--- src/usic_pkg.sv ---
/*
 * Shared constants and carrier types of the interrupt controller:
 * register indices, bit positions, write masks, reset state and vector table.
 * Assumes the principal module and the bench both refer to it as usic_pkg::name.
 */
package usic_pkg;
	localparam int ADDR_W = 8;
	localparam int NSRC = 6;
	localparam int NEVT = 3;
	localparam int NEP = 4;
	localparam int PC_W = 12;

	// register indices; byte address is four times the index
	localparam logic [5:0] IDX_INTC0 = 6'h0b;
	localparam logic [5:0] IDX_SEC_CTL = 6'h1e;
	localparam logic [5:0] IDX_EP_REQ = 6'h20;
	localparam logic [5:0] IDX_USB_CTL = 6'h21;
	localparam logic [5:0] IDX_SER1_CTL = 6'h22;
	localparam logic [5:0] IDX_SER2_CTL = 6'h23;
	localparam logic [5:0] IDX_EVT_STATUS = 6'h24;
	localparam logic [5:0] IDX_EVT_MASK = 6'h25;
	localparam logic [1:0] BYTE_OFS_ZERO = 2'h0;

	// primary control register bits
	localparam int B_GIE = 0;
	localparam int B_EEI = 1;
	localparam int B_ET0I = 2;
	localparam int B_ET1I = 3;
	localparam int B_EIF = 4;
	localparam int B_T0F = 5;
	localparam int B_T1F = 6;
	// secondary control register bits
	localparam int B_EUI = 0;
	localparam int B_ES1I = 1;
	localparam int B_ES2I = 2;
	localparam int B_USB_FLAG = 4;
	localparam int B_SER1_FLAG = 5;
	localparam int B_SER2_FLAG = 6;
	// usb control and serial control bits
	localparam int B_SUSPEND = 0;
	localparam int B_RESUME = 3;
	localparam int B_SER_EN = 4;
	// event status bits
	localparam int E_ACK = 0;
	localparam int E_STACK_BLOCK = 1;
	localparam int E_BUS_RESET = 2;

	localparam logic [7:0] INTC0_WMASK = 8'h7f;
	localparam logic [7:0] SEC_CTL_WMASK = 8'h77;
	localparam logic [7:0] USB_CTL_WMASK = 8'h09;

	// vectors by source index, index 0 highest priority
	localparam logic [NSRC-1:0][PC_W-1:0] VECTOR_TABLE = {
		12'h018, 12'h014, 12'h010, 12'h00c, 12'h008, 12'h004};

	typedef struct packed {
		logic phase2_pulse;
		logic stack_full;
		logic irq_return;
		logic plain_return;
		logic [PC_W-1:0] pc;
	} usic_core_t;

	typedef struct packed {
		logic ext_fall;
		logic timer0_ovf;
		logic timer1_ovf;
		logic serial1_done;
		logic serial2_done;
	} usic_src_evt_t;

	typedef struct packed {
		logic [NEP-1:0] ep_access;
		logic suspend;
		logic resume;
		logic bus_reset;
	} usic_usb_evt_t;

	typedef struct packed {
		logic valid;
		logic [PC_W-1:0] vector;
		logic [PC_W-1:0] push_pc;
	} usic_ack_t;

	typedef struct packed {
		logic [7:0] intc0;
		logic [7:0] sec_ctl;
		logic [NEP-1:0] ep_req;
		logic [7:0] usb_ctl;
		logic [7:0] ser1_ctl;
		logic [7:0] ser2_ctl;
		logic [NEVT-1:0] evt_status;
		logic [NEVT-1:0] evt_mask;
		logic in_service;
		logic [31:0] prdata;
		logic pslverr;
		usic_ack_t ack;
	} usic_state_t;

	localparam usic_state_t STATE_RESET = '0;
endpackage

--- src/usic_ctrl.sv ---
/*
 * Interrupt controller of the 8-bit core: request flags, enables, fixed-priority
 * vectoring on the second-phase pulse, return handling and an APB register slave.
 * Assumes the sequencer delivers a one-cycle second-phase pulse, stack-full level,
 * return pulses and current pc, and pushes ack.push_pc and jumps on ack.valid.
 */
// Chosen here: the APB register port.
`timescale 1ns/1ps
module usic_ctrl (
	input wire logic pclk,
	input wire logic presetn,
	input wire logic psel,
	input wire logic penable,
	input wire logic pwrite,
	input wire logic [usic_pkg::ADDR_W-1:0] paddr,
	input wire logic [31:0] pwdata,
	input wire logic [3:0] pstrb,
	output logic [31:0] prdata,
	output logic pready,
	output logic pslverr,
	input wire usic_pkg::usic_core_t core,
	input wire usic_pkg::usic_src_evt_t src_evt,
	input wire usic_pkg::usic_usb_evt_t usb_evt,
	output usic_pkg::usic_ack_t ack,
	output logic global_irq_enable,
	output logic in_service,
	output logic irq
);
	usic_pkg::usic_state_t q;
	usic_pkg::usic_state_t d;
	logic [5:0] idx;
	logic aligned;
	logic hit;
	logic [31:0] rd;
	logic [usic_pkg::NSRC-1:0] flags;
	logic [usic_pkg::NSRC-1:0] enables;
	logic [usic_pkg::NSRC-1:0] req;
	logic [2:0] win;
	logic any_req;
	logic take;
	logic blocked;
	logic usb_event;

	assign idx = paddr[7:2];
	assign aligned = (paddr[1:0] == usic_pkg::BYTE_OFS_ZERO);

	// read mux and decode; reserved bits of intc0, sec_ctl and usb_ctl are never stored so read zero, serial control stores all eight
	always_comb begin
		hit = aligned;
		rd = '0;
		case (idx)
			usic_pkg::IDX_INTC0: rd = 32'(q.intc0);
			usic_pkg::IDX_SEC_CTL: rd = 32'(q.sec_ctl);
			usic_pkg::IDX_EP_REQ: rd = 32'(q.ep_req);
			usic_pkg::IDX_USB_CTL: rd = 32'(q.usb_ctl);
			usic_pkg::IDX_SER1_CTL: rd = 32'(q.ser1_ctl);
			usic_pkg::IDX_SER2_CTL: rd = 32'(q.ser2_ctl);
			usic_pkg::IDX_EVT_STATUS: rd = 32'(q.evt_status);
			usic_pkg::IDX_EVT_MASK: rd = 32'(q.evt_mask);
			default: hit = 1'b0;
		endcase
	end

	// per-source flag and enable, source 0 first in priority
	always_comb begin
		flags = {q.sec_ctl[usic_pkg::B_SER2_FLAG], q.sec_ctl[usic_pkg::B_SER1_FLAG], q.sec_ctl[usic_pkg::B_USB_FLAG],
			q.intc0[usic_pkg::B_T1F], q.intc0[usic_pkg::B_T0F], q.intc0[usic_pkg::B_EIF]};
		enables = {q.sec_ctl[usic_pkg::B_ES2I] & q.ser2_ctl[usic_pkg::B_SER_EN],
			q.sec_ctl[usic_pkg::B_ES1I] & q.ser1_ctl[usic_pkg::B_SER_EN],
			q.sec_ctl[usic_pkg::B_EUI],
			q.intc0[usic_pkg::B_ET1I], q.intc0[usic_pkg::B_ET0I], q.intc0[usic_pkg::B_EEI]};
		req = flags & enables;
	end

	// fixed priority pick: lowest index wins, scanned from the top index down
	always_comb begin
		win = '0;
		for (int i = usic_pkg::NSRC - 1; i >= 0; i--) begin
			if (req[i]) begin
				win = 3'(i);
			end
		end
	end

	// decisions only on the second-phase pulse, so requests gathered since the last one wait
	assign any_req = |req;
	assign take = core.phase2_pulse & q.intc0[usic_pkg::B_GIE] & any_req & ~core.stack_full;
	assign blocked = core.phase2_pulse & q.intc0[usic_pkg::B_GIE] & any_req & core.stack_full;
	assign usb_event = (|usb_evt.ep_access) | usb_evt.suspend | usb_evt.resume | usb_evt.bus_reset;

	// next state: bus access, then returns, then acknowledge, then hardware sets last so sets win
	always_comb begin
		d = q;
		d.ack.valid = 1'b0;
		// read data captured in setup so it comes from a flop in the access phase
		if (psel & ~penable) begin
			d.prdata = rd;
			d.pslverr = ~hit;
		end
		if (psel & penable & pwrite & pstrb[0] & hit) begin
			case (idx)
				usic_pkg::IDX_INTC0: d.intc0 = pwdata[7:0] & usic_pkg::INTC0_WMASK;
				usic_pkg::IDX_SEC_CTL: d.sec_ctl = pwdata[7:0] & usic_pkg::SEC_CTL_WMASK;
				usic_pkg::IDX_EP_REQ: d.ep_req = pwdata[usic_pkg::NEP-1:0];
				usic_pkg::IDX_USB_CTL: d.usb_ctl = pwdata[7:0] & usic_pkg::USB_CTL_WMASK;
				usic_pkg::IDX_SER1_CTL: d.ser1_ctl = pwdata[7:0];
				usic_pkg::IDX_SER2_CTL: d.ser2_ctl = pwdata[7:0];
				usic_pkg::IDX_EVT_STATUS: d.evt_status = q.evt_status & ~pwdata[usic_pkg::NEVT-1:0];
				usic_pkg::IDX_EVT_MASK: d.evt_mask = pwdata[usic_pkg::NEVT-1:0];
				default: d.in_service = d.in_service;
			endcase
		end
		// returns end service; only the interrupt return re-arms the global enable
		if (core.irq_return) begin
			d.intc0[usic_pkg::B_GIE] = 1'b1;
			d.in_service = 1'b0;
		end
		if (core.plain_return) begin
			d.in_service = 1'b0;
		end
		// acknowledge: clear the winner's flag and global enable, hand the pc to push
		if (take) begin
			case (win)
				3'h0: d.intc0[usic_pkg::B_EIF] = 1'b0;
				3'h1: d.intc0[usic_pkg::B_T0F] = 1'b0;
				3'h2: d.intc0[usic_pkg::B_T1F] = 1'b0;
				3'h3: d.sec_ctl[usic_pkg::B_USB_FLAG] = 1'b0;
				3'h4: d.sec_ctl[usic_pkg::B_SER1_FLAG] = 1'b0;
				3'h5: d.sec_ctl[usic_pkg::B_SER2_FLAG] = 1'b0;
				default: d.in_service = 1'b1;
			endcase
			d.intc0[usic_pkg::B_GIE] = 1'b0;
			d.in_service = 1'b1;
			d.ack.valid = 1'b1;
			d.ack.vector = usic_pkg::VECTOR_TABLE[win];
			d.ack.push_pc = core.pc;
		end
		// hardware sets come last: an event in the clearing cycle is kept
		d.intc0[usic_pkg::B_EIF] = d.intc0[usic_pkg::B_EIF] | src_evt.ext_fall;
		d.intc0[usic_pkg::B_T0F] = d.intc0[usic_pkg::B_T0F] | src_evt.timer0_ovf;
		d.intc0[usic_pkg::B_T1F] = d.intc0[usic_pkg::B_T1F] | src_evt.timer1_ovf;
		d.sec_ctl[usic_pkg::B_SER1_FLAG] = d.sec_ctl[usic_pkg::B_SER1_FLAG] | src_evt.serial1_done;
		d.sec_ctl[usic_pkg::B_SER2_FLAG] = d.sec_ctl[usic_pkg::B_SER2_FLAG] | src_evt.serial2_done;
		d.ep_req = d.ep_req | usb_evt.ep_access;
		d.usb_ctl[usic_pkg::B_SUSPEND] = d.usb_ctl[usic_pkg::B_SUSPEND] | usb_evt.suspend;
		d.usb_ctl[usic_pkg::B_RESUME] = d.usb_ctl[usic_pkg::B_RESUME] | usb_evt.resume;
		d.sec_ctl[usic_pkg::B_USB_FLAG] = d.sec_ctl[usic_pkg::B_USB_FLAG] | usb_event;
		d.evt_status[usic_pkg::E_ACK] = d.evt_status[usic_pkg::E_ACK] | take;
		d.evt_status[usic_pkg::E_STACK_BLOCK] = d.evt_status[usic_pkg::E_STACK_BLOCK] | blocked;
		d.evt_status[usic_pkg::E_BUS_RESET] = d.evt_status[usic_pkg::E_BUS_RESET] | usb_evt.bus_reset;
	end

	// whole block state in one register; reset leaves every interrupt disabled
	always_ff @(posedge pclk or negedge presetn) begin
		if (!presetn) begin
			q <= usic_pkg::STATE_RESET;
		end else begin
			q <= d;
		end
	end

	// zero wait states: decode is cheap, and data was latched in setup
	assign pready = 1'b1;
	assign prdata = q.prdata;
	assign pslverr = q.pslverr;
	assign ack = q.ack;
	assign global_irq_enable = q.intc0[usic_pkg::B_GIE];
	assign in_service = q.in_service;
	assign irq = |(q.evt_status & q.evt_mask);
endmodule

--- config.mk ---
export PLATFORM = sky130hd
export DESIGN_NAME = usic_ctrl
export DESIGN_NICKNAME = d
export VERILOG_FILES = /design/src/usic_pkg.sv /design/src/usic_ctrl.sv
export SDC_FILE = /design/constraint.sdc
export NUM_CORES = 1
export LEC_CHECK = 0
export BUFFER_PORTS_ARGS = -buffer_cell sky130_fd_sc_hd__buf_2
export CAP_MARGIN = 20
export CORE_MARGIN = 10
export CORE_UTILIZATION = 25
export CTS_CLUSTER_DIAMETER = 60
export DETAILED_ROUTE_END_ITERATION = 12
export GPL_ROUTABILITY_DRIVEN = 0
export PLACE_DENSITY = 0.56
export SYNTH_ARGS = -nofsm -noshare
export SYNTH_HDL_FRONTEND = slang
export SYNTH_SLANG_ARGS = --single-unit
--- constraint.sdc ---
create_clock -name pclk -period 1.7 [get_ports pclk]
set_clock_uncertainty 0.05 [all_clocks]
set_input_delay 0.17 -clock pclk [delete_from_list [all_inputs] [get_ports pclk]]
set_output_delay 0.17 -clock pclk [all_outputs]
set_load 0.01 [all_outputs]
# Word level (Yosys, flattened, before mapping)
# Memory sizes are Yosys's and may differ from the RTL's.
# Cells that the tools add are included.
classes:
  order_cmp: 1
  eq_ne: 13
  mux: 32
  bitwise: 33
  reduce_logical: 15
op_table:
  columns: ["operator", "n"]
  rows:
  - ["$pmux W8 S8", 1]
  - ["$mux W50", 1]
  - ["$eq A6 B6 Y1 const B", 6]
  - ["$mux W3", 10]
  - ["$mux W25", 1]
  - ["$mux W8", 2]
  - ["$mux W7", 2]
  - ["$or A1 B1 Y1", 14]
  - ["$mux W1", 12]
  - ["$mux W12", 1]
  - ["$reduce_and A2 Y1", 6]
  - ["$and A1 B1 Y1", 11]
  - ["$reduce_bool A3 Y1", 3]
  - ["$mux W4", 2]
  - ["$reduce_or A8 Y1", 1]
  - ["$and A3 B3 Y3", 2]
  - ["$and A6 B6 Y6", 1]
  - ["$eq A3 B2 Y1 const B", 2]
  - ["$eq A3 B3 Y1 const B", 2]
  - ["$eq A6 B4 Y1 const B", 1]
  - ["$eq A6 B5 Y1 const B", 1]
  - ["$reduce_or A6 Y1", 1]
  - ["$lt A3 B4 Y1 const B", 1]
  - ["$or A4 B4 Y4", 1]
  - ["7 further kinds", 9]
totals:
  reg_bits: 100
  mem_bits_ro: 96
  input_bits: 77
  out_inout_bits: 62
  wordCells: 112
  memories: 1
memory_table:
  columns: ["name", "depth", "word_bits", "read_ports", "rd_ports_with_merged_regs", "write_ports", "line_no", "text"]
  rows:
  - ["(name not given)", 8, 12, 1, 0, 0, "usic_ctrl.sv:135", "d.ack.vector = usic_pkg::VECTOR_TABLE[win];"]

# Logic depth before layout (Yosys ltp)
# Gate-level depths: netlist of the first run.
depth:
  depth_word: 12
  mapped_depth: 7
  ltp_nobuf: 7

# Least setup slack after synthesis of the first run
# OpenSTA, ideal clock, no wires.
synth_path:
  path_type: "input to register"
  startpoint: "input paddr[1] (netlist bit)"
  endpoint: "register q (netlist bit flags[0])"
  setup_ns: 0.118
  arrival_time_ns: 1.611
  required_ns: 1.532
  path_slack_ns: -0.079
  stages: 5
  n_path_buf: 1
  path_cell_list: "or2_2 -> buf_4 -> nor4_4 -> mux2_2 -> a21o_1"
synth_rtl:
  columns: ["element", "line_no", "text"]
  rows:
  - ["start: declaration", "usic_ctrl.sv:15", "input wire logic [usic_pkg::ADDR_W-1:0] paddr,"]
  - ["end signal: assignment", "usic_ctrl.sv:156", "q <= usic_pkg::STATE_RESET;"]
  - ["end: declaration", "usic_ctrl.sv:29", "usic_pkg::usic_state_t q;"]

# Worst setup path after layout of the first run
layout_path:
  startpoint: "register q[94] (netlist bit)"
  endpoint: "register q (netlist bit ack[15])"
layout_between:
  elab_chain_len: 9
  word_cells_on_any_way: 12
layout_rtl:
  columns: ["element", "line_no", "text"]
  rows:
  - ["$and A1 B1 Y1 (*)", "usic_ctrl.sv:69", "q.sec_ctl[usic_pkg::B_ES1I] & q.ser1_ctl[usic_pkg::B_SER_EN],"]
  - ["$and A6 B6 Y6 (*)", "usic_ctrl.sv:72", "req = flags & enables;"]
  - ["$mux W3 (5 in a row)", "usic_ctrl.sv:79", "if (req[i]) begin"]
  - ["$mem_v2 Z8 W12", null, null]
  - ["$mux W12 (not written as such)", "usic_ctrl.sv:135", null]
# Mark *: on every way between the ends. The rest lies on a longest branch, timed or not. The select of a mux whose other input is x is not followed.
# A chain may end at the register's enable or synchronous reset.

==> results of run 1 <==
==> worst reg2reg max path: cells and delay by family, from the launching register on <==
| family | cells | cell delay [ps] |
|---|---|---|
| DFF | 1 | 370 |
| adders and majority gates | 1 | 300 |
| AOI/OAI and AO/OA | 2 | 500 |
| and+or+nand+nor | 2 | 350 |
==> flip-flops by register name (all words and copies together), names as in the netlist <==
register	cells
ack	16
enables	4
flags	6
global_irq_enable	1
in_service	1
prdata	8
pslverr	1
q	30
==> metal layers <==
layer,global-route usage,part of all wire,up-vias,wire (µm)
li1,-,-,1325,-
met1,0.120,0.42,1367,4350
met2,0.171,0.48,94,5030
met3,0.0358,0.085,15,888
met4,0.0413,0.018,2,184
met5,0,0.0012,-,13
==> cell families (layout without fill, tap and decap cells) <==
logic type	after synthesis	count (layout)
DFF	67	67
buffers and inverters	74	162
other	2	35
muxes	52	52
and+or+nand+nor	79	79
AOI/OAI and AO/OA	50	50
adders and majority gates	4	4
==> per-stage QoR <==
stage / total power [mW] / utilization / setup slack [ps] / TNS (ps) / instance area [µm²]
CTS: 4.10 / 0.335 / 3.48 / 0 / 4920
global placement: 2.19 / 0.304 / -240 / -1670 / 4470
detailed placement: 2.20 / 0.304 / -208 / -2060 / 4470
global route: 4.24 / 0.338 / -38.7 / -64.2 / 4970
finish: 4.05 / 0.338 / 20.1 / 0 / 4970
floorplan: 2.07 / - / -49.3 / -100 / 3930
==> cells in the final DEF (no fill, tap or decap), types with 3 or more instances in the layout <==
cell,netlist,routed
nor2b_1,7,7
dfrtp_1,67,67
dlygate4sd3_1,0,13
nand3_1,10,9
a21o_1,6,6
inv_1,8,8
clkbuf_16,0,9
a222oi_1,5,5
a2bb2oi_1,3,3
a22o_1,4,4
clkbuf_8,0,5
mux2i_1,5,5
o21ai_0,4,4
buf_4,60,44
nand2b_1,3,3
ha_1,4,4
conb_1,2,34
a211o_1,6,6
mux2_2,45,40
nand3b_1,3,3
nor2_1,14,14
buf_2,4,77
mux2_4,0,5
nor4_4,5,5
a31oi_1,4,4
buf_12,0,4
nand2_1,18,16
==> timing repair <==
action / 4_1_cts / 5_1_grt
gates resized for setup: 3 / 13
endpoints found under the setup margin: 15 / 18
hold buffers: 13 / 0
hold endpoints to repair: 24 / 0
buffers inserted: 1 / 0
pin swaps: 4 / 1
==> power by group <==
part / leakage, nW / internal [mW] / switching, mW
logic: 1.42 / 0.227 / 0.275
clock network: 0.151 / 1.17 / 0.665
registers: 0.837 / 1.66 / 0.0387
total: 2.41 / 3.07 / 0.979
==> area by class of cell <==
type | count | area, µm² | share of cell area
Sequential cell | 67 | 1680 | 0.337
Clock buffer | 14 | 294 | 0.0592
Tap cell | 184 | 230 | 0.0463
Antenna cell | 1 | 2.50 | 0.000504
Timing Repair Buffer | 139 | 937 | 0.189
Clock inverter | 1 | 5.00 | 0.00101
Multi-Input combinational cell | 219 | 1790 | 0.361
Inverter | 8 | 30.0 | 0.00604
==> how the worst min path moves through the flow <==
stage	depth (start not counted)	slack, ps	start	endpoint
3_5_place_dp	1	40	presetn	q[81]$_DFF_PN0_
6_report	2	10	core[7]	ack[7]$_DFFE_PN0P_
2_1_floorplan	0	-180	presetn	ack[0]$_DFFE_PN0P_
5_1_grt	2	5	core[7]	ack[7]$_DFFE_PN0P_
4_1_cts	2	0.5	core[7]	ack[7]$_DFFE_PN0P_
3_3_place_gp	1	40	presetn	q[89]$_DFF_PN0_
==> out/qor.yml, run 1 <==
worst_setup_path:
  crit_required_ps: 1870
  setup.worst_path.class: "reg2reg"
  r2r_start: "q[94]$_DFFE_PN0P_"
  cp_num_buf_inv: 0
  crit_end: "ack[15]$_DFFE_PN0P_"
  cpLargestDelayFamily: "compound AO/OA/AOI/OAI gates"
  startpoint_type: "register"
  r2r_cells: 5
  critical_path.startpoint: "q[94]$_DFFE_PN0P_"
  crit_slowest_cell: "dfrtp_1"
  endpoint_kind: "register"
  crit_cells: 5
  cpPeakStageDelay_ps: 370
  cp_data_arrival_time_ps: 1850
  path_cells: "and3_1 > o211ai_1 > nand3_1 > ha_1 > a221o_1"
  crit_fanout: 3
  regToRegEndpoint: "ack[15]$_DFFE_PN0P_"
  r2r_slack_ps: 20
sta:
  slew_violations: 0
  final_hold_viol_count: 0
  hold_ws_ps: 9.82
  rsz0062_at_grt: "yes"
  worstMarginPinSlew_ps: 610
  period_share: 0.988
  period_needed_ps: 1680
  slew_headroom: 0.583
  setup_violations: 0
  fmax_ghz: 0.595
placed_design:
  dp_hpwl_mm: 8.23
  io_buffers: 77
  placed_cells: 604
synth:
  synth_simple_gate_area_frac: 0.143
  ys.flop_type: "dfrtp_1"
  synth-async-reset-ratio: 1.00
  netlist_instances: 328
  ys_ff_latch: 67
  yosysMostFrequentCell: "dfrtp_1"
  synth_area_leaders: "dfrtp_1 44%, mux2_2 13%, buf_4 12%"
  yosys.area.top_type: "dfrtp_1"
  synth_edf_count: 0
  syn_area_per_cell_um2: 11.5
  synthTopCellsByCount: "67 x dfrtp_1, 60 x buf_4, 45 x mux2_2"
  synth_compound_area_frac: 0.105
  syn-cell-area_um2: 3780
  yosysUniqueCellTypes: 50
  synthXorXnorAreaFrac: 0
  muxShareOfSynthArea: 0.159
  synth_top_family_by_area: "multiplexers"
  synth_top_area_share: 0.443
  yosysWarningCount: 0
  synth-adder-area-share: 0.0132
  yosysSeqAreaShare: 0.443
clock_network:
  path_clk_slew_ps: 50
  cts_tree: "yes"
  clk_latency_ps: 340
  cts-htree-levels: 3
  clkSinkCount: 67
  cts_buffers: 9
  clockBufferDepth: 2
  cts_root_buffer: "clkbuf_16"
global_route:
  grt_usage: 0.104
  grt_pass1_wl_mm: 16.2
  grt_pass1_vias: 2977
  grt_start_max_net_pins: 56
  grt_overflow: 0
  antenna_found_initial: 2
status:
  status: "finished, final reports clean"
layout:
  drive_above_1_share: 0.467
  fillCellCount: 1474
  final_net_count: 525
  area_delta_synth_final_pct: 31.4
  fin_cells: 633
floorplan:
  core-area_um2: 14700
  start_util: 0.257
  die_area_um2: 20400
  die_y_um: 143
  rows: 44
  ios: 139
  die_x_um: 143
drt:
  drc: 0
  first_iter_violations: 159
  detail_route.vias_per_cell: 4.43
  dr.pass1.iters: 6
  wl_per_cell_um: 16.5
  antenna_left: 0
  wirelength_mm: 10.5
  vias: 2803
power_and_ir_drop:
  p_per_area_nw_per_um2: 814
  p_leak_nw: 2.41
  peakVddDrop_mv: 0.422
job:
  cap_violations: 0
min_path:
  hold_class: "in2reg"
(Power assumes the default switching activity.)
==> inputs of run 2 (changes only) <==
--- a/config.mk
+++ b/config.mk
@@ -7,7 +7,6 @@
 export LEC_CHECK = 0
 export BUFFER_PORTS_ARGS = -buffer_cell sky130_fd_sc_hd__buf_2
 export CAP_MARGIN = 20
-export CORE_MARGIN = 10
 export CORE_UTILIZATION = 25
 export CTS_CLUSTER_DIAMETER = 60
 export DETAILED_ROUTE_END_ITERATION = 12
==> out/qor.yml, run 2 (synthesized netlist as in run 1, its figures left out) <==
status:
  status: "finished, violations left"
  violations: "design-rule violations"
worst_setup_path:
  crit_cells: 8
  crit_required_ps: 1920
  regToRegEndpoint: "flags[2]$_DFF_PN0_"
  cpPeakStageDelay_ps: 370
  r2r_start: "q[94]$_DFFE_PN0P_"
  cp_data_arrival_time_ps: 1910
  crit_fanout: 2
  cp_num_buf_inv: 2
  cpMostUsedCell: "buf_4"
  path_cells: "and3_1 > o211ai_1 > nand3_1 > buf_4 > buf_4 > ha_1 > nand2_1 > a21o_1"
  startpoint_type: "register"
  r2r_cells: 8
  cpLargestDelayFamily: "simple AND/OR/NAND/NOR gates"
  setup.worst_path.class: "reg2reg"
  crit_slowest_cell: "dfrtp_1"
  endpoint_kind: "register"
  r2r_slack_ps: 8
min_path:
  hold_class: "in2reg"
  hold_path_depth: 2
  hp-start: "usb_evt[2]"
  hold_end: "q[81]$_DFF_PN0_"
clock_network:
  cts-htree-levels: 3
  cts_root_buffer: "clkbuf_16"
  post-cts-setup-buffers: 0
  clkSinkCount: 67
  clk_latency_ps: 330
  clockBufferDepth: 2
  cts_tree: "yes"
  path_clk_slew_ps: 60
  cts_buffers: 9
power_and_ir_drop:
  internal_power_mw: 3.33
  sw_frac_of_total: 0.225
  p_leak_nw: 2.39
  p_sw_mw: 0.966
  finalPower_mw: 4.30
  seqPwrFrac: 0.396
  p_per_area_nw_per_um2: 863
  p_comb_frac: 0.114
  clkPwrFrac: 0.490
  peakVddDrop_mv: 0.468
floorplan:
  die_area_um2: 15600
  ios: 139
  die_y_um: 125
  core-area_um2: 14600
  die_x_um: 125
  rows: 44
  start_util: 0.258
layout:
  final_net_count: 525
  area_delta_synth_final_pct: 31.6
  final_cell_mix: "77 x buf_2, 67 x dfrtp_1, 47 x buf_4"
  regMostFlops: "q"
  final_cell_area_um2: 4980
  final_common_cell: "buf_2"
  drive_above_1_share: 0.468
  diodes: 0
  largest_reg_flops: 30
global_route:
  grt_pass1_wl_mm: 15.3
  grt_start_max_net_pins: 68
  grt_overflow: 0
  antenna_found_initial: 0
  grt_usage: 0.127
  grt_pass1_vias: 2897
sta:
  slew_headroom: 0.584
  fmax_ghz: 0.591
  period_share: 0.995
  setup_violations: 0
  rsz0062_at_grt: "yes"
  slew_violations: 0
  final_hold_viol_count: 0
  worstMarginPinSlew_ps: 621
  period_needed_ps: 1690
job:
  cap_violations: 0
placed_design:
  io_buffers: 77
  dp_hpwl_mm: 7.23
  place_area_um2: 4470
drt:
  drc: 22
  first_iter_violations: 127
  wirelength_mm: 9.41
  antenna_left: 0
  vias: 2811
  dr.pass1.iters: 11
  wl_per_cell_um: 14.9
  detail_route.vias_per_cell: 4.44
-- run 2: power by group through the flow --
stage / clock network (mW) / logic [mW] / registers, mW
2_1_floorplan: 0 / 0.350 / 1.72
3_3_place_gp: 0 / 0.465 / 1.73
3_5_place_dp: 0 / 0.472 / 1.73
4_1_cts: 2.15 / 0.494 / 1.70
5_1_grt: 2.23 / 0.535 / 1.71
6_report: 2.10 / 0.489 / 1.70
-- run 2: layer usage --
layer  vias up  share of wire  routed length [µm]  GRT usage
met2        89           0.49                4610      0.213
met3        12          0.044                 411     0.0278
met5         -              0                   0          0
li1       1331              -                   -          -
met4         0          0.018                 166     0.0502
met1      1379           0.45                4220      0.159
-- run 2: layout make-up --
cell class / count / area, µm²
Fill cell: 1523 / 9670
Multi-Input combinational cell: 219 / 1770
Sequential cell: 67 / 1680
Timing Repair Buffer: 139 / 918
Clock buffer: 13 / 280
Tap cell: 184 / 230
Clock inverter: 3 / 67.6
Inverter: 8 / 32.5
-- run 2: what timing repair did --
| action | 4_1_cts | 5_1_grt |
|---|---|---|
| hold endpoints to repair | 78 | 0 |
| hold buffers | 12 | 0 |
| pin swaps | 2 | 7 |
| setup endpoints to repair | 15 | 21 |
| gates resized for setup | 3 | 7 |
-- run 2: worst max path at each step --
stage | slack (ps) | start | to
3_5_place_dp | -130 | paddr[2] | prdata[0]$_DFFE_PN0P_
2_1_floorplan | -50 | paddr[2] | flags[0]$_DFF_PN0_
6_report | 8 | q[94]$_DFFE_PN0P_ | flags[2]$_DFF_PN0_
4_1_cts | 0.3 | q[94]$_DFFE_PN0P_ | flags[3]$_DFF_PN0_
5_1_grt | -90 | q[94]$_DFFE_PN0P_ | flags[1]$_DFF_PN0_
3_3_place_gp | -70 | paddr[2] | prdata[1]$_DFFE_PN0P_
-- run 2: metrics by stage --
step / cells / setup TNS, ps / hold slack, ps / worst slack, ps / utilization
CTS: 633 / 0 / 4.00 / 0.288 / 0.338
detailed placement: 605 / -1220 / 174 / -126 / 0.305
floorplan: 360 / -100 / -176 / -49.3 / -
global route: 633 / -684 / 19.2 / -93.6 / 0.340
finish: 633 / 0 / 10.6 / 8.00 / 0.340
global placement: 605 / -617 / 164 / -67.4 / 0.305
